<file path="config.mk">
export PLATFORM = sky130hd
export DESIGN_NAME = sodd_decoder
export DESIGN_NICKNAME = d
export VERILOG_FILES = /design/src/hdl/sodd_pkg.sv /design/src/hdl/sodd_cdb_store.sv /design/src/hdl/sodd_decoder.sv
export VERILOG_INCLUDE_DIRS = /design/src /design/src/hdl
export SDC_FILE = /design/constraint.sdc
export NUM_CORES = 1
export LEC_CHECK = 0
export BUFFER_PORTS_ARGS = -buffer_cell sky130_fd_sc_hd__buf_2
export CAP_MARGIN = 30
export CELL_PAD_IN_SITES_DETAIL_PLACEMENT = 0
export CELL_PAD_IN_SITES_GLOBAL_PLACEMENT = 1
export CORE_MARGIN = 10
export CORE_UTILIZATION = 35
export CTS_CLUSTER_DIAMETER = 80
export DETAILED_ROUTE_END_ITERATION = 16
export PLACE_DENSITY = 0.7
export SLEW_MARGIN = 5
export SYNTH_ARGS = -nofsm -noshare
export SYNTH_HDL_FRONTEND = slang
export SYNTH_HIERARCHICAL = 1
export SYNTH_SLANG_ARGS = --single-unit
</file>
<file path="constraint.sdc">
create_clock -name clk_in -period 5.75 [get_ports clk_in]
set_input_delay 0.575 -clock clk_in [delete_from_list [all_inputs] [get_ports clk_in]]
set_output_delay 0.575 -clock clk_in [all_outputs]
set_load 0.01 [all_outputs]
</file>
<file path="src/hdl/sodd_defs.svh">
`ifndef SODD_DEFS_SVH
`define SODD_DEFS_SVH

// Operation codes held in byte 0 of a command block.
`define SODD_OP_SEC_OUT    8'hb5
`define SODD_OP_DIAG       8'h1d
`define SODD_CDB_BYTES     12

// Security protocol values that are defined; all others are reserved.
`define SODD_PROTO_FIRST   8'h01
`define SODD_PROTO_LAST    8'h06
`define SODD_INC512_BIT    7
`define SODD_BLOCK_SHIFT   9
`define SODD_PAD_BYTE      8'h00

// Diagnostic byte 1 field positions.
`define SODD_FC_HI         7
`define SODD_FC_LO         5
`define SODD_PF_BIT        4
`define SODD_SELFTEST_BIT  2
`define SODD_DEVICE_OFFLINE_FLAG_BIT    1
`define SODD_UNIT_OFFLINE_FLAG_BIT    0

// Diagnostic function codes.
`define SODD_FC_NONE       3'h0
`define SODD_FC_BG_SHORT   3'h1
`define SODD_FC_BG_EXT     3'h2
`define SODD_FC_RSVD_A     3'h3
`define SODD_FC_ABORT      3'h4
`define SODD_FC_FG_SHORT   3'h5
`define SODD_FC_FG_EXT     3'h6
`define SODD_FC_RSVD_B     3'h7

// Diagnostic page header.
`define SODD_PAGE_HDR      17'h00004
`define SODD_PAGE_SUPPORT  8'h00
`define SODD_PAGE_LEN_NONE 16'hffff

// Sense keys and additional sense codes.
`define SODD_SK_NONE       4'h0
`define SODD_SK_NOT_READY  4'h2
`define SODD_SK_HW_ERROR   4'h4
`define SODD_SK_ILLEGAL    4'h5
`define SODD_ASC_NONE      8'h00
`define SODD_ASC_NOT_READY 8'h04
`define SODD_ASC_INV_OP    8'h20
`define SODD_ASC_INV_CDB   8'h24
`define SODD_ASC_INV_PARAM 8'h26
`define SODD_ASC_TEST_FAIL 8'h40

// Foreground short self-test time limit.
`define SODD_FG_SHORT_S    64'd120
`define SODD_CLK_HZ        64'd100000000

`endif

</file>
<file path="src/hdl/sodd_pkg.sv">
package sodd_pkg;

	// Command sequencer states.
	typedef enum logic [3:0] {
		ST_IDLE,
		ST_DECODE,
		ST_SEC_DATA,
		ST_SEC_WAIT,
		ST_DIAG_DATA,
		ST_DIAG_EVAL,
		ST_ACT,
		ST_TEST_WAIT,
		ST_STATUS
	} sodd_state_e;

	// Kind of self-test handed to the test engine.
	typedef enum logic [1:0] {
		TEST_DEFAULT,
		TEST_SHORT,
		TEST_EXTENDED
	} sodd_test_e;

endpackage : sodd_pkg

</file>
<file path="src/hdl/sodd_cdb_store.sv">
`include "sodd_defs.svh"

module sodd_cdb_store #(
	parameter int N = `SODD_CDB_BYTES
) (
	// Clock and reset.
	input  wire logic             clk_in,
	input  wire logic             rst_in,
	// Byte write side.
	input  wire logic             clear_in,
	input  wire logic             wr_in,
	input  wire logic [7:0]       byte_in,
	// Stored bytes, byte 0 in the low lane.
	output logic      [N*8-1:0]   cdb_out
);

	logic [N-1:0][7:0] mem_q;
	logic [7:0]        idx_q;

	// Bytes fill from index 0; extra bytes beyond N are dropped.
	always_ff @(posedge clk_in) begin
		if (rst_in || clear_in) begin
			idx_q <= 8'h00;
		end else if (wr_in && idx_q < 8'(N)) begin
			mem_q[idx_q] <= byte_in;
			idx_q        <= idx_q + 8'h01;
		end
	end

	assign cdb_out = mem_q;

endmodule : sodd_cdb_store

</file>
<file path="src/hdl/sodd_decoder.sv">
// Summary of operation
// - Opcode B5h forwards parameter list to protocol.
// - Protocols 01h-06h valid; 00h and 07h and above reserved.
// - Block flag counts 512-byte units, zero padded.
// - Otherwise bytes 6-9 give exact byte count.
// - Good status early or after processing, per protocol.
// - Opcode 1Dh decodes self-diagnostic byte 1 fields.
// - Page format ignored when default test set.
// - Default test flag overrides the function code.
// - Codes 001b, 010b start background tests.
// - Codes 101b, 110b start foreground tests.
// - Code 100b aborts running background test.
// - Both offline flags are ignored.
// - Default test needs zero parameter list length.
// - Page length mismatch gives invalid field.
// - Wrong spindle speed gives not ready.
// - Default or foreground fault ends in check.
// - Background fault goes to the test log.
// - Empty page zero requests supported page list.
// - Security results ending good before status held until read, reset or nexus loss.
`include "sodd_defs.svh"

module sodd_decoder #(
	parameter int          NEXUS_W         = 8,
	parameter logic [39:0] FG_SHORT_CYCLES = 40'(`SODD_FG_SHORT_S * `SODD_CLK_HZ)
) (
	// Clock and reset.
	input  wire logic               clk_in,
	input  wire logic               rst_in,
	// Command block bytes.
	input  wire logic               cdb_valid_in,
	input  wire logic [7:0]         cdb_byte_in,
	input  wire logic               cdb_last_in,
	input  wire logic [NEXUS_W-1:0] cdb_nexus_in,
	// Data out phase.
	input  wire logic               dout_valid_in,
	input  wire logic [7:0]         dout_byte_in,
	output logic                    dout_ready_out,
	// Command status.
	output logic                    status_valid_out,
	output logic                    status_check_out,
	output logic [3:0]              sense_key_out,
	output logic [7:0]              asc_out,
	// Security protocol handler.
	output logic                    sec_start_out,
	output logic [7:0]              sec_proto_out,
	output logic [40:0]             sec_len_out,
	output logic                    sec_byte_valid_out,
	output logic [7:0]              sec_byte_out,
	input  wire logic               sec_early_good_in,
	input  wire logic               sec_done_in,
	input  wire logic               sec_ok_in,
	// Security result retention.
	input  wire logic               result_read_in,
	input  wire logic [NEXUS_W-1:0] read_nexus_in,
	input  wire logic               lun_reset_in,
	input  wire logic               nexus_loss_in,
	input  wire logic [NEXUS_W-1:0] loss_nexus_in,
	output logic                    sec_result_held_out,
	// Self-test engine.
	input  wire logic               spindle_ok_in,
	output logic                    st_start_out,
	output sodd_pkg::sodd_test_e    st_kind_out,
	output logic                    st_background_out,
	output logic                    st_abort_out,
	input  wire logic               st_done_in,
	input  wire logic               st_fault_in,
	output logic                    bg_busy_out,
	output logic                    log_valid_out,
	output sodd_pkg::sodd_test_e    log_kind_out,
	// Supported pages request.
	input  wire logic               rcv_diag_in,
	output logic                    pages_pending_out
);

	sodd_pkg::sodd_state_e state_q;
	logic [`SODD_CDB_BYTES*8-1:0] cdb;
	logic [7:0]   b1;
	logic [7:0]   op;
	logic [2:0]   fc;
	logic         selftest;
	logic [15:0]  plen;
	logic [31:0]  tlen;
	logic [40:0]  xfer_len;
	logic         bad;
	logic [3:0]   bad_sk;
	logic [7:0]   bad_asc;
	logic         spin_meta_q;
	logic         spin_ok_q;
	logic [40:0]  remain_q;
	logic [15:0]  didx_q;
	logic [7:0]   page_code_q;
	logic [15:0]  page_len_q;
	logic [2:0]   fc_q;
	logic         bg_busy_q;
	logic [39:0]  fg_cnt_q;
	logic         fg_short_q;
	logic [NEXUS_W-1:0] nexus_q;
	logic [NEXUS_W-1:0] held_nexus_q;
	logic         page_match;
	logic         dacc;

	// Returns byte n of the stored command block.
	function automatic logic [7:0] cdb_b(input int n);
		cdb_b = cdb[n*8 +: 8];
	endfunction : cdb_b

	// True for reserved security protocol values.
	function automatic logic proto_reserved(input logic [7:0] p);
		proto_reserved = (p < `SODD_PROTO_FIRST) || (p > `SODD_PROTO_LAST);
	endfunction : proto_reserved

	// True for reserved diagnostic function codes.
	function automatic logic fc_reserved(input logic [2:0] f);
		fc_reserved = (f == `SODD_FC_RSVD_A) || (f == `SODD_FC_RSVD_B);
	endfunction : fc_reserved

	// Command block bytes live in their own store.
	sodd_cdb_store #(
		.N        (`SODD_CDB_BYTES)
	) u_store (
		.clk_in   (clk_in),
		.rst_in   (rst_in),
		.clear_in (state_q == sodd_pkg::ST_STATUS),
		.wr_in    (cdb_valid_in && state_q == sodd_pkg::ST_IDLE),
		.byte_in  (cdb_byte_in),
		.cdb_out  (cdb)
	);

	// Spindle speed comes from a pin and is synchronised first.
	always_ff @(posedge clk_in) begin
		if (rst_in) begin
			spin_meta_q <= 1'b0;
			spin_ok_q   <= 1'b0;
		end else begin
			spin_meta_q <= spindle_ok_in;
			spin_ok_q   <= spin_meta_q;
		end
	end

	// Field decode and up-front checks of a complete command block.
	always_comb begin
		op       = cdb_b(0);
		b1       = cdb_b(1);
		fc       = b1[`SODD_FC_HI:`SODD_FC_LO];
		selftest = b1[`SODD_SELFTEST_BIT];
		plen     = {cdb_b(3), cdb_b(4)};
		tlen     = {cdb_b(6), cdb_b(7), cdb_b(8), cdb_b(9)};
		xfer_len = cdb[4*8 + `SODD_INC512_BIT] ?
			{tlen, 9'h000} : {9'h000, tlen};
		bad      = 1'b0;
		bad_sk   = `SODD_SK_ILLEGAL;
		bad_asc  = `SODD_ASC_INV_CDB;
		if (op == `SODD_OP_SEC_OUT) begin
			bad = proto_reserved(b1);
		end else if (op == `SODD_OP_DIAG) begin
			if (!spin_ok_q) begin
				bad     = 1'b1;
				bad_sk  = `SODD_SK_NOT_READY;
				bad_asc = `SODD_ASC_NOT_READY;
			end else if (selftest) begin
				bad = (plen != 16'h0000);
			end else if (fc_reserved(fc)) begin
				bad = 1'b1;
			end else if (fc == `SODD_FC_ABORT && !bg_busy_q) begin
				bad = 1'b1;
			end
		end else begin
			bad     = 1'b1;
			bad_asc = `SODD_ASC_INV_OP;
		end
	end

	assign page_match = ({1'b0, didx_q} == {1'b0, page_len_q} + `SODD_PAGE_HDR);
	assign dacc       = dout_valid_in && dout_ready_out;

	// Command sequencer and status codes.
	always_ff @(posedge clk_in) begin
		if (rst_in) begin
			state_q          <= sodd_pkg::ST_IDLE;
			status_valid_out <= 1'b0;
			status_check_out <= 1'b0;
			sense_key_out    <= `SODD_SK_NONE;
			asc_out          <= `SODD_ASC_NONE;
			dout_ready_out   <= 1'b0;
			remain_q         <= 41'h0;
			didx_q           <= 16'h0000;
			fc_q             <= `SODD_FC_NONE;
			nexus_q          <= '0;
		end else begin
			status_valid_out <= 1'b0;
			unique case (state_q)
				sodd_pkg::ST_IDLE: begin
					if (cdb_valid_in && cdb_last_in) begin
						state_q <= sodd_pkg::ST_DECODE;
						nexus_q <= cdb_nexus_in;
					end
				end
				sodd_pkg::ST_DECODE: begin
					status_check_out <= bad;
					sense_key_out    <= bad ? bad_sk : `SODD_SK_NONE;
					asc_out          <= bad ? bad_asc : `SODD_ASC_NONE;
					fc_q             <= fc;
					didx_q           <= 16'h0000;
					remain_q         <= xfer_len;
					if (bad) begin
						state_q <= sodd_pkg::ST_STATUS;
					end else if (op == `SODD_OP_SEC_OUT) begin
						dout_ready_out <= (xfer_len != 41'h0);
						state_q        <= (xfer_len != 41'h0) ? sodd_pkg::ST_SEC_DATA : sodd_pkg::ST_SEC_WAIT;
					end else if (selftest) begin
						state_q <= sodd_pkg::ST_TEST_WAIT;
					end else if (plen != 16'h0000) begin
						remain_q       <= {25'h0, plen};
						dout_ready_out <= 1'b1;
						state_q        <= sodd_pkg::ST_DIAG_DATA;
					end else begin
						state_q <= sodd_pkg::ST_ACT;
					end
				end
				sodd_pkg::ST_SEC_DATA, sodd_pkg::ST_DIAG_DATA: begin
					if (dacc) begin
						remain_q <= remain_q - 41'h1;
						didx_q   <= didx_q + 16'h0001;
						if (remain_q == 41'h1) begin
							dout_ready_out <= 1'b0;
							state_q        <= (state_q == sodd_pkg::ST_SEC_DATA) ?
								sodd_pkg::ST_SEC_WAIT : sodd_pkg::ST_DIAG_EVAL;
						end
					end
				end
				sodd_pkg::ST_SEC_WAIT: begin
					if (sec_early_good_in) begin
						state_q <= sodd_pkg::ST_STATUS;
					end else if (sec_done_in) begin
						status_check_out <= !sec_ok_in;
						sense_key_out    <= sec_ok_in ? `SODD_SK_NONE : `SODD_SK_ILLEGAL;
						asc_out          <= sec_ok_in ? `SODD_ASC_NONE : `SODD_ASC_INV_PARAM;
						state_q          <= sodd_pkg::ST_STATUS;
					end
				end
				sodd_pkg::ST_DIAG_EVAL: begin
					if (!page_match) begin
						status_check_out <= 1'b1;
						sense_key_out    <= `SODD_SK_ILLEGAL;
						asc_out          <= `SODD_ASC_INV_CDB;
						state_q          <= sodd_pkg::ST_STATUS;
					end else if (page_code_q != `SODD_PAGE_SUPPORT) begin
						status_check_out <= 1'b1;
						sense_key_out    <= `SODD_SK_ILLEGAL;
						asc_out          <= `SODD_ASC_INV_PARAM;
						state_q          <= sodd_pkg::ST_STATUS;
					end else begin
						state_q <= sodd_pkg::ST_ACT;
					end
				end
				sodd_pkg::ST_ACT: begin
					if (fc_q == `SODD_FC_FG_SHORT || fc_q == `SODD_FC_FG_EXT) begin
						state_q <= sodd_pkg::ST_TEST_WAIT;
					end else begin
						state_q <= sodd_pkg::ST_STATUS;
					end
				end
				sodd_pkg::ST_TEST_WAIT: begin
					if ((st_done_in && st_fault_in) || (fg_short_q && fg_cnt_q >= FG_SHORT_CYCLES)) begin
						status_check_out <= 1'b1;
						sense_key_out    <= `SODD_SK_HW_ERROR;
						asc_out          <= `SODD_ASC_TEST_FAIL;
						state_q          <= sodd_pkg::ST_STATUS;
					end else if (st_done_in) begin
						state_q <= sodd_pkg::ST_STATUS;
					end
				end
				sodd_pkg::ST_STATUS: begin
					status_valid_out <= 1'b1;
					state_q          <= sodd_pkg::ST_IDLE;
				end
				default: begin
					state_q <= sodd_pkg::ST_IDLE;
				end
			endcase
		end
	end

	// Diagnostic page header capture; the offline flags play no part.
	always_ff @(posedge clk_in) begin
		if (rst_in || state_q == sodd_pkg::ST_DECODE) begin
			page_code_q <= 8'hff;
			page_len_q  <= `SODD_PAGE_LEN_NONE;
		end else if (dacc && state_q == sodd_pkg::ST_DIAG_DATA) begin
			if (didx_q == 16'h0000) begin
				page_code_q <= dout_byte_in;
			end else if (didx_q == 16'h0002) begin
				page_len_q[15:8] <= dout_byte_in;
			end else if (didx_q == 16'h0003) begin
				page_len_q[7:0] <= dout_byte_in;
			end
		end
	end

	// Security command start and parameter byte forwarding.
	always_ff @(posedge clk_in) begin
		if (rst_in) begin
			sec_start_out      <= 1'b0;
			sec_proto_out      <= 8'h00;
			sec_len_out        <= 41'h0;
			sec_byte_valid_out <= 1'b0;
			sec_byte_out       <= `SODD_PAD_BYTE;
		end else begin
			sec_start_out      <= state_q == sodd_pkg::ST_DECODE && !bad && op == `SODD_OP_SEC_OUT;
			sec_byte_valid_out <= dacc && state_q == sodd_pkg::ST_SEC_DATA;
			if (state_q == sodd_pkg::ST_DECODE && op == `SODD_OP_SEC_OUT) begin
				sec_proto_out <= b1;
				sec_len_out   <= xfer_len;
			end
			if (dacc) begin
				sec_byte_out <= dout_byte_in;
			end
		end
	end

	// Security results that end good in ST_SEC_WAIT stay held until read, unit reset or nexus loss.
	always_ff @(posedge clk_in) begin
		if (rst_in) begin
			sec_result_held_out <= 1'b0;
			held_nexus_q        <= '0;
		end else if (state_q == sodd_pkg::ST_SEC_WAIT && sec_done_in && sec_ok_in) begin
			sec_result_held_out <= 1'b1;
			held_nexus_q        <= nexus_q;
		end else if (lun_reset_in || (result_read_in && read_nexus_in == held_nexus_q)
				|| (nexus_loss_in && loss_nexus_in == held_nexus_q)) begin
			sec_result_held_out <= 1'b0;
		end
	end

	// Self-test start and abort requests.
	always_ff @(posedge clk_in) begin
		if (rst_in) begin
			st_start_out      <= 1'b0;
			st_kind_out       <= sodd_pkg::TEST_DEFAULT;
			st_background_out <= 1'b0;
			st_abort_out      <= 1'b0;
			fg_short_q        <= 1'b0;
		end else begin
			st_start_out <= 1'b0;
			st_abort_out <= 1'b0;
			if (state_q == sodd_pkg::ST_DECODE && !bad && op == `SODD_OP_DIAG && selftest) begin
				st_start_out      <= 1'b1;
				st_kind_out       <= sodd_pkg::TEST_DEFAULT;
				st_background_out <= 1'b0;
				fg_short_q        <= 1'b0;
			end else if (state_q == sodd_pkg::ST_ACT) begin
				st_start_out      <= fc_q != `SODD_FC_NONE && fc_q != `SODD_FC_ABORT;
				st_abort_out      <= fc_q == `SODD_FC_ABORT;
				st_kind_out       <= (fc_q == `SODD_FC_BG_EXT || fc_q == `SODD_FC_FG_EXT) ?
					sodd_pkg::TEST_EXTENDED : sodd_pkg::TEST_SHORT;
				st_background_out <= fc_q == `SODD_FC_BG_SHORT || fc_q == `SODD_FC_BG_EXT;
				fg_short_q        <= fc_q == `SODD_FC_FG_SHORT;
			end
		end
	end

	// Foreground short test time limit counter.
	always_ff @(posedge clk_in) begin
		if (rst_in || state_q != sodd_pkg::ST_TEST_WAIT) begin
			fg_cnt_q <= 40'h0;
		end else if (fg_short_q) begin
			fg_cnt_q <= fg_cnt_q + 40'h1;
		end
	end

	// Background test tracking and fault logging.
	always_ff @(posedge clk_in) begin
		if (rst_in) begin
			bg_busy_q     <= 1'b0;
			log_valid_out <= 1'b0;
			log_kind_out  <= sodd_pkg::TEST_SHORT;
		end else begin
			log_valid_out <= 1'b0;
			if (st_start_out && st_background_out) begin
				bg_busy_q <= 1'b1;
			end else if (st_abort_out || (st_done_in && state_q != sodd_pkg::ST_TEST_WAIT)) begin
				bg_busy_q <= 1'b0;
			end
			if (bg_busy_q && st_done_in && st_fault_in && state_q != sodd_pkg::ST_TEST_WAIT) begin
				log_valid_out <= 1'b1;
				log_kind_out  <= st_kind_out;
			end
		end
	end

	assign bg_busy_out = bg_busy_q;

	// Supported pages request stays pending until results are fetched.
	always_ff @(posedge clk_in) begin
		if (rst_in) begin
			pages_pending_out <= 1'b0;
		end else if (state_q == sodd_pkg::ST_DIAG_EVAL && page_match && page_code_q == `SODD_PAGE_SUPPORT) begin
			pages_pending_out <= 1'b1;
		end else if (rcv_diag_in) begin
			pages_pending_out <= 1'b0;
		end
	end

	// Checks on the decoder's own behaviour.
	property p_sec_start;
		@(posedge clk_in) disable iff (rst_in)
		(state_q == sodd_pkg::ST_DECODE && op == `SODD_OP_SEC_OUT && !proto_reserved(b1))
			|=> sec_start_out && sec_len_out == $past(xfer_len);
	endproperty
	a_sec_start: assert property (p_sec_start) else $error("security start missing");

	property p_proto_ok;
		@(posedge clk_in) disable iff (rst_in)
		sec_start_out |-> sec_proto_out >= `SODD_PROTO_FIRST && sec_proto_out <= `SODD_PROTO_LAST;
	endproperty
	a_proto_ok: assert property (p_proto_ok) else $error("reserved protocol started");

	property p_early_good;
		@(posedge clk_in) disable iff (rst_in)
		(state_q == sodd_pkg::ST_SEC_WAIT && sec_early_good_in) |=> ##1 status_valid_out && !status_check_out;
	endproperty
	a_early_good: assert property (p_early_good) else $error("early good status missing");

	property p_len_nonzero;
		@(posedge clk_in) disable iff (rst_in)
		(state_q == sodd_pkg::ST_DECODE && op == `SODD_OP_DIAG && spin_ok_q && selftest && plen != 16'h0000)
			|=> ##1 status_valid_out && status_check_out && asc_out == `SODD_ASC_INV_CDB;
	endproperty
	a_len_nonzero: assert property (p_len_nonzero) else $error("nonzero length accepted");

	property p_not_ready;
		@(posedge clk_in) disable iff (rst_in)
		(state_q == sodd_pkg::ST_DECODE && op == `SODD_OP_DIAG && !spin_ok_q)
			|=> !st_start_out ##1 status_valid_out && sense_key_out == `SODD_SK_NOT_READY;
	endproperty
	a_not_ready: assert property (p_not_ready) else $error("not ready not reported");

	property p_fg_fault;
		@(posedge clk_in) disable iff (rst_in)
		(state_q == sodd_pkg::ST_TEST_WAIT && st_done_in && st_fault_in)
			|=> ##1 status_valid_out && status_check_out;
	endproperty
	a_fg_fault: assert property (p_fg_fault) else $error("test fault not reported");

	property p_bg_log;
		@(posedge clk_in) disable iff (rst_in)
		(bg_busy_q && st_done_in && st_fault_in && state_q == sodd_pkg::ST_IDLE) |=> log_valid_out;
	endproperty
	a_bg_log: assert property (p_bg_log) else $error("background fault not logged");

	property p_abort_idle;
		@(posedge clk_in) disable iff (rst_in)
		(state_q == sodd_pkg::ST_DECODE && op == `SODD_OP_DIAG && spin_ok_q && !selftest
			&& fc == `SODD_FC_ABORT && !bg_busy_q) |=> ##1 status_valid_out && status_check_out;
	endproperty
	a_abort_idle: assert property (p_abort_idle) else $error("stray abort accepted");

	property p_held;
		@(posedge clk_in) disable iff (rst_in)
		(sec_result_held_out && !lun_reset_in && !result_read_in && !nexus_loss_in) |=> sec_result_held_out;
	endproperty
	a_held: assert property (p_held) else $error("held result dropped");

endmodule : sodd_decoder

</file>
; ---- Word-level counts from Yosys, hierarchy flattened
; Cells that the tools add are included.
[classes]
n_addsub = 5
magnitude_cmp = 6
eq_ne = 38
mux = 81
n_bitwise = 4
reduce_logical = 66
[op_table]
columns = op, n
row1 = 41-bit 2-to-1 mux, 6
row2 = 96-bit bitwise mux, 1
row3 = 41-bit case mux with 2 select lines, 1
row4 = 8-bit 2-to-1 mux, 9
row5 = 4-bit 2-to-1 mux, 17
row6 = 41-bit by 1-bit == test with 1-bit output (second input constant), 1
row7 = 41-bit nonzero test, 1
row8 = 41-bit by 1-bit subtractor with 41-bit output (second input constant), 1
row9 = 40-bit by 1-bit adder with 40-bit output (second input constant), 1
row10 = 40-bit by 34-bit >= comparator with 1-bit output (second input constant), 1
row11 = 8-bit demux with 4-bit select, 1
row12 = 16-bit by 2-bit == test with 1-bit output (second input constant), 2
row13 = 16-bit case mux with 2 select lines, 1
row14 = 8-bit case mux with 4 select lines, 1
row15 = 1-bit 2-to-1 mux, 28
row16 = 4-bit case mux with 7 select lines, 1
row17 = 1-bit logical AND, 27
row18 = 3-bit 2-to-1 mux, 6
row19 = 16-bit by 3-bit adder with 17-bit output (second input constant), 1
row20 = 16-bit by 17-bit == test with 1-bit output, 1
row21 = 16-bit by 1-bit adder with 16-bit output (second input constant), 1
row22 = 4-bit by 3-bit == test with 1-bit output (second input constant), 4
row23 = 8-bit == test, 2
row24 = 16-bit zero test, 1
row25 = other kinds (42), 84
[word_totals]
ff_bits = 336
input_bits = 55
out_inout_bits = 85
wordCells = 245

; ---- Longest topological paths before layout
; Gate-level depths: netlist of run 1.
[logic_depth]
ltp_word = 13
mapped_depth = 10
depth_no_buf = 9

; ---- By module
; The synthesis of run 1 kept the hierarchy.
[modules_own_cells]
columns = mod, instances, cells_per_inst, area_per_inst_um2, seq_area_each_um2
row1 = sodd_decoder, 1, 1446, 11548.6, 4524.3
row2 = sodd_cdb_store, 1, 152, 3390.8, 3042.9

; ---- Least setup slack after synthesis of run 1
; OpenSTA, ideal clock, no wires.
[synth_timing]
path_type = register to register
startpoint = reg page_len_q[7]
endpoint = reg asc_out[6]
setup_ns = 0.073
t_arrival_ns = 2.563
required_ns = 5.677
slack_ns = 3.113
stages_incl_launch_ff = 10
n_path_buf = 2
synth_period_minus_slack_ns = 2.637
cell_sequence = dfxtp_1 > buf_2 > nand4_4 > or4_4 > or3_1 > o211a_1 > or4_4 > buf_6 > o21ai_4 > mux2i_1
[synth_between]
elab_chain_len = 4
word_cells_on_any_way = 6
cone_classes = add/sub: 1 / eq/ne: 2 / mux: 2 / reduce/logical: 1
[synth_lines]
columns = element, line_no
row1 = from (decl), sodd_decoder.sv:93  ; logic [15:0] page_len_q;
row2 = from (signal assigned), sodd_decoder.sv:289  ; page_len_q <= `SODD_PAGE_LEN_NONE;
row3 = from (signal assigned), sodd_decoder.sv:296  ; page_len_q[7:0] <= dout_byte_in;
row4 = 16-bit by 3-bit adder with 17-bit output (no line) *, -
row5 = 16-bit by 17-bit == test with 1-bit output (no line) *, -
row6 = 3-bit != test (no line) or 8-bit 2-to-1 mux (tied branches), -
row7 = 5-bit AND reduction (no line) or 8-bit case mux with 4 select lines (tied branches), -
row8 = to (signal assigned), sodd_decoder.sv:184  ; asc_out <= `SODD_ASC_NONE;
row9 = to (signal assigned), sodd_decoder.sv:202  ; asc_out <= bad ? bad_asc : `SODD_ASC_NONE;
row10 = to (signal assigned), sodd_decoder.sv:238  ; asc_out <= sec_ok_in ? `SODD_ASC_NONE : `SODD_ASC_INV_PARAM;
row11 = to (decl), sodd_decoder.sv:43  ; output logic [7:0] asc_out,
; Every way passes the cells marked *; elsewhere a longest branch is shown, timed or not.
; A chain may end at the register's enable or synchronous reset.

; ---- Worst setup path in the final report of run 1
[layout_timing]
startpoint = reg remain_q[15]
endpoint = reg state_q[1]
[layout_between]
elab_chain_len = 3
[layout_lines]
columns = element, line_no
row1 = from (decl), sodd_decoder.sv:90  ; logic [40:0] remain_q;
row2 = from (signal assigned), sodd_decoder.sv:205  ; remain_q <= xfer_len;
row3 = from (signal assigned), sodd_decoder.sv:214  ; remain_q <= {25'h0, plen};
row4 = from (signal assigned), sodd_decoder.sv:223  ; remain_q <= remain_q - 41'h1;
row5 = 41-bit by 1-bit == test with 1-bit output, sodd_decoder.sv:225  ; if (remain_q == 41'h1) begin
row6 = 2-bit != test (no line), -
row7 = 5-bit AND reduction (no line), -
row8 = to (signal assigned), sodd_decoder.sv:227  ; state_q <= (state_q == sodd_pkg::ST_SEC_DATA) ?
row9 = to (signal assigned), sodd_decoder.sv:234  ; state_q <= sodd_pkg::ST_STATUS;
row10 = to (signal assigned), sodd_decoder.sv:239  ; state_q <= sodd_pkg::ST_STATUS;
row11 = to (decl), sodd_decoder.sv:76  ; sodd_pkg::sodd_state_e state_q;
; No other way between the ends.

==> results.cfg, run 1 <==
[pwr]
p_switching_mw = 2.167
power.share.combinational_pct = 25.9
power.density_mw_per_mm2 = 389.2
p_total_mw = 6.322
clkPwrFrac_pct = 35.5
ir_worst_vdd_uv = 193.1
power.leakage_nw = 6.039
internal_power_mw = 4.154
p_sw_share_pct = 34.29
p_seq_share_pct = 38.6

[synth]
synthesis.instances = 1562
avgSynthCellArea_um2 = 8.933
yosysWarnings = 6
syn_area_mm2 = 0.01395

[floorplanning]
io_pins = 140
dieHeight_um = 219.7
die_w_um = 219.7
start_util_pct = 35.28
num_rows = 73
dieArea_mm2 = 0.04825
core-area_mm2 = 0.03955

[timing]
finalSetupViolCount = 0
period_share_pct = 54.53
worst_slew_pin_slew_ns = 1.037
rsz0062_at_grt = no
skew_ns = 0.03650
max-slew-margin-rel_pct = 30.21
hold_violations = 0
period_minus_slack_ns = 3.136
slew_violations = 0
tns_ns = 0
max_freq_ghz = 0.3189

[setup_path]
crit_required_ns = 6.15
cp-start-kind = register
rr_worst_depth = 7
slowest_stage = or4_1
r2r_slack_ns = 2.61
cp_max_fo = 7
endpoint_kind = register
worst_path_largest_cell_delay_ns = 0.66
path_class = register to register
critPathArrivalTime_ns = 3.54
r2r-start = remain_q[15]$_SDFFE_PP0P_
worstReg2RegEnd = state_q[1]$_SDFFE_PP0P_
crit_chain = or4_1, or4_4, nor4_1, a21o_1, o211ai_2, a211oi_1, a221oi_1

[global_routing]
first_global_vias = 11322
grt_pass1_wl_mm = 63.80
grtUsageTotal_pct = 16.47
grt.overflow.total = 0
grt_max_degree = 52
antenna_found_initial = 0

[flow_run]
drv_cap = 0

[clock_tree]
clock_sinks = 298
cts_setup_buffers = 0
tritoncts = built
cts-root-buf = clkbuf_16
worstSkewPairLatency_ns = 0.56
cts_buffers = 36
cts_resized = 0
clk_path_buf_depth = 3
ctsHoldBuffers = 0
clk_pin_slew_worst_paths_ns = 0.06
htreeDepth = 2

[final_layout]
multi_input_area_mm2 = 0.006913
nets = 1728
drive_gt1_share_pct = 14.23
seqCellArea_mm2 = 0.006606
diodes = 0
layout_common_cells = 234 x dfxtp_1, 180 x nor2_1, 175 x nand2_1
mostFrequentLayoutCell = dfxtp_1
final_cell_count_no_fill = 2212
fill_cells = 3950
syn_to_final_growth_pct = 16.42

[drt]
drt_iter0_drc = 839
detail_route.wirelength_mm = 40.85
ant_nets = 0
vias = 11854
wire_per_inst_um = 18.47
vias_per_cell = 5.359
drc = 0
dr.pass1.iters = 5

[status]
outcome = finished clean

[placed_design]
place_congestion = 0.8547
dp.cells = 2147
port_buffers = 134
dp_hpwl_mm = 29.26

[hold_path]
min_from = spindle_ok_in
hold_path_class = input pin to register
holdPathEnd = spin_meta_q$_SDFF_PP0_
min_path_cells = 2
[worst max-delay path: cells and delay by family, from the launching register on]
kind / cells / cell delay (ns)
AO/OA/AOI/OAI: 4 / 0.84
flip-flops: 1 / 0.36
AND/OR/NAND/NOR: 3 / 1.78
[through the flow]
step                      util (%)  cell area, um2  setup WS (ns)  hold slack [ns]
after floorplan                  -           13970          3.113           0.4138
after global placement       38.05           15050          2.733           0.4402
after detailed placement     38.05           15050          2.639           0.4380
after CTS                    41.04           16230          2.614           0.2451
after global routing         41.07           16240          2.422           0.2673
final                        41.07           16240          2.614           0.2637
[registers in the layout, indices dropped and copies added (netlist names), 2 cells and up]
signal and count:
asc_out 3, fg_cnt_q 40, state_q 4, log_kind_out 2
sense_key_out 3, sec_byte_out 8, u_store/idx_q 8, nexus_q 8
remain_q 41, u_store/cdb_out 64, sec_proto_out 8, sec_len_out 41
st_kind_out 2, held_nexus_q 8, didx_q 16, fc_q 3
page_len_q 16, page_code_q 8
[metal layers]
layer  routed length (um)  global-route usage, %
met1                18760                  22.05
met5                    0                      0
met3                 2190                  3.071
met2                19010                  26.33
met4                  892                  5.318
[power by group through the flow]
stage	clock network, mW	logic (mW)	registers (mW)
after floorplan	0	1.21	2.42
after global placement	0	1.62	2.48
after global routing	2.39	1.82	2.46
after detailed placement	0	1.61	2.48
after CTS	2.31	1.62	2.44
final	2.25	1.63	2.44
[layout make-up]
type                    count  share of cell area, %
inverters                  27                 0.6239
clock buffers              48                  6.200
well taps                 525                  4.044
repair buffers            148                  4.837
clock inverters            16                  1.071
multi-input cells        1150                  42.56
flip-flops and latches    298                  40.67
[worst max-delay path by stage]
stage | startpoint | end | slack, ns | depth (start not counted)
2_1_floorplan | page_len_q[7]$_SDFFE_PP1P_ | asc_out[6]$_SDFFE_PP0P_ | 3.11 | 9
3_3_place_gp | remain_q[15]$_SDFFE_PP0P_ | state_q[1]$_SDFFE_PP0P_ | 2.73 | 7
3_5_place_dp | remain_q[15]$_SDFFE_PP0P_ | state_q[1]$_SDFFE_PP0P_ | 2.64 | 7
4_1_cts | remain_q[15]$_SDFFE_PP0P_ | state_q[1]$_SDFFE_PP0P_ | 2.61 | 7
5_1_grt | u_store/cdb_out[3]$_DFFE_PP_ | remain_q[8]$_SDFFE_PP0P_ | 2.42 | 7
6_report | remain_q[15]$_SDFFE_PP0P_ | state_q[1]$_SDFFE_PP0P_ | 2.61 | 7
Power figures use the tool's default switching activity.
==> run 2: changes to the inputs <==
- clock period: 5.75 -> 3.2 ns (I/O delays scaled with it)
==> results.cfg, run 2 (synthesized netlist as in run 1, its figures left out) <==
[timing]
max_freq_ghz = 0.3429
worst_slew_pin_slew_ns = 0.8804
skew_ns = 0.03335
tns_ns = 0
max-slew-margin-rel_pct = 40.48
fin_ws_ns = 0.2834
hold_violations = 0
period_minus_slack_ns = 2.917
rsz0062_at_grt = no
slew_violations = 0
period_share_pct = 91.14
finalSetupViolCount = 0

[final_layout]
diodes = 0
mostFrequentLayoutCell = dfxtp_1
final_core_util_pct = 42.04
largest_register_ffs = 64
layout_common_cells = 234 x dfxtp_1, 181 x nor2_1, 175 x nand2_1
seqCellArea_mm2 = 0.006606
nets = 1762
fill_cells = 3897
syn_to_final_growth_pct = 19.16
final_cell_count_no_fill = 2248
drive_gt1_share_pct = 15.38
multi_input_area_mm2 = 0.006910

[placed_design]
dp.cells = 2174
place_congestion = 0.8686
port_buffers = 134
dp_hpwl_mm = 29.39
pre_cts_slack_ns = 0.3134

[global_routing]
antenna_found_initial = 0
grt_pass1_wl_mm = 65.57
grt_max_degree = 109
grtUsageTotal_pct = 16.95
grt.overflow.total = 0
first_global_vias = 11494

[setup_path]
crit_buf_inv = 1
worst_path_largest_cell_delay_ns = 0.66
cp-start-kind = register
crit_chain = or4_1, or4_4, nor4_1, buf_4, a21o_1, o211ai_2, a211oi_1, a221oi_1
endpoint_kind = register
path_class = register to register
crit_family = simple AND/OR/NAND/NOR gates
crit_required_ns = 3.61
cp_max_fo = 7
critPathArrivalTime_ns = 3.32
slowest_stage = or4_1

[floorplanning]
dieArea_mm2 = 0.04825
core-area_mm2 = 0.03955
io_pins = 140
start_util_pct = 35.28
die_w_um = 219.7
dieHeight_um = 219.7
num_rows = 73

[clock_tree]
clock_sinks = 298
cts_buffers = 37
cts-root-buf = clkbuf_16
cts_resized = 0
worstSkewPairLatency_ns = 0.55
htreeDepth = 2
clk_path_buf_depth = 3
ctsHoldBuffers = 7
tritoncts = built
cts_setup_buffers = 0
clk_pin_slew_worst_paths_ns = 0.06

[drt]
wire_per_inst_um = 18.39
routed.top_layer = met4
wl_met3_mm = 1.785
detail_route.wirelength_mm = 41.35
vias = 11955
vias_per_cell = 5.318
drt_iter0_drc = 859
drt-met1-wl_mm = 19.21
drc = 0
met2_length_mm = 19.37
dr.pass1.iters = 5
ant_nets = 0

[flow_run]
drv_cap = 0

[hold_path]
hold_path_class = input pin to register

[status]
outcome = finished clean

[pwr]
ir_worst_vdd_uv = 415.7
power.leakage_nw = 6.253
power.density_mw_per_mm2 = 714.3
==> run 2: power breakdown <==
part	internal, mW	total, mW	switching [mW]
Clock	2.74	4.39	1.65
Combinational	1.12	3.14	2.02
Sequential	4.09	4.35	0.259
Total	7.94	11.9	3.93
==> run 2: per-stage QoR <==
step | cell area, um2 | hold slack, ns | total power [mW]
2_1_floorplan | 13970 | 0.4138 | 6.520
3_3_place_gp | 15270 | 0.4226 | 7.499
3_5_place_dp | 15270 | 0.4382 | 7.516
4_1_cts | 16630 | 0.002211 | 11.96
5_1_grt | 16630 | 0.04073 | 12.55
6_report | 16630 | 0.02681 | 11.88
==> run 2: worst register-to-register path, cell delays in order (launching register included) <==
cell,delay (ns)
dfxtp_1,0.35
or4_1,0.66
or4_4,0.56
nor4_1,0.30
buf_4,0.19
a21o_1,0.12
o211ai_2,0.14
a211oi_1,0.34
a221oi_1,0.12
==> run 2: path summary, 6_finish.rpt <==
path	from	slack, ns	end	depth (start not counted)
worst max-delay path	remain_q[15]$_SDFFE_PP0P_	0.28	state_q[1]$_SDFFE_PP0P_	8
worst min register to register	spin_meta_q$_SDFF_PP0_	0.44	spin_ok_q$_SDFF_PP0_	1
worst min-delay path	cdb_nexus_in[0]	0.03	nexus_q[0]$_SDFFE_PP0P_	3
worst max register to register	remain_q[15]$_SDFFE_PP0P_	0.28	state_q[1]$_SDFFE_PP0P_	8
==> run 2: routing by layer <==
layer	up-vias	global-route usage [%]
li1	5920	-
met5	-	0
met3	55	2.838
met2	262	27.12
met1	5718	22.74
met4	0	5.775
==> run 2: cell type report <==
type	count	share of cell area, %
Multi-Input combinational cell	1150	41.56
Sequential cell	298	39.73
Timing Repair Buffer	181	6.426
Clock buffer	52	6.404
Tap cell	525	3.951
Clock inverter	15	1.317
Inverter	27	0.6095
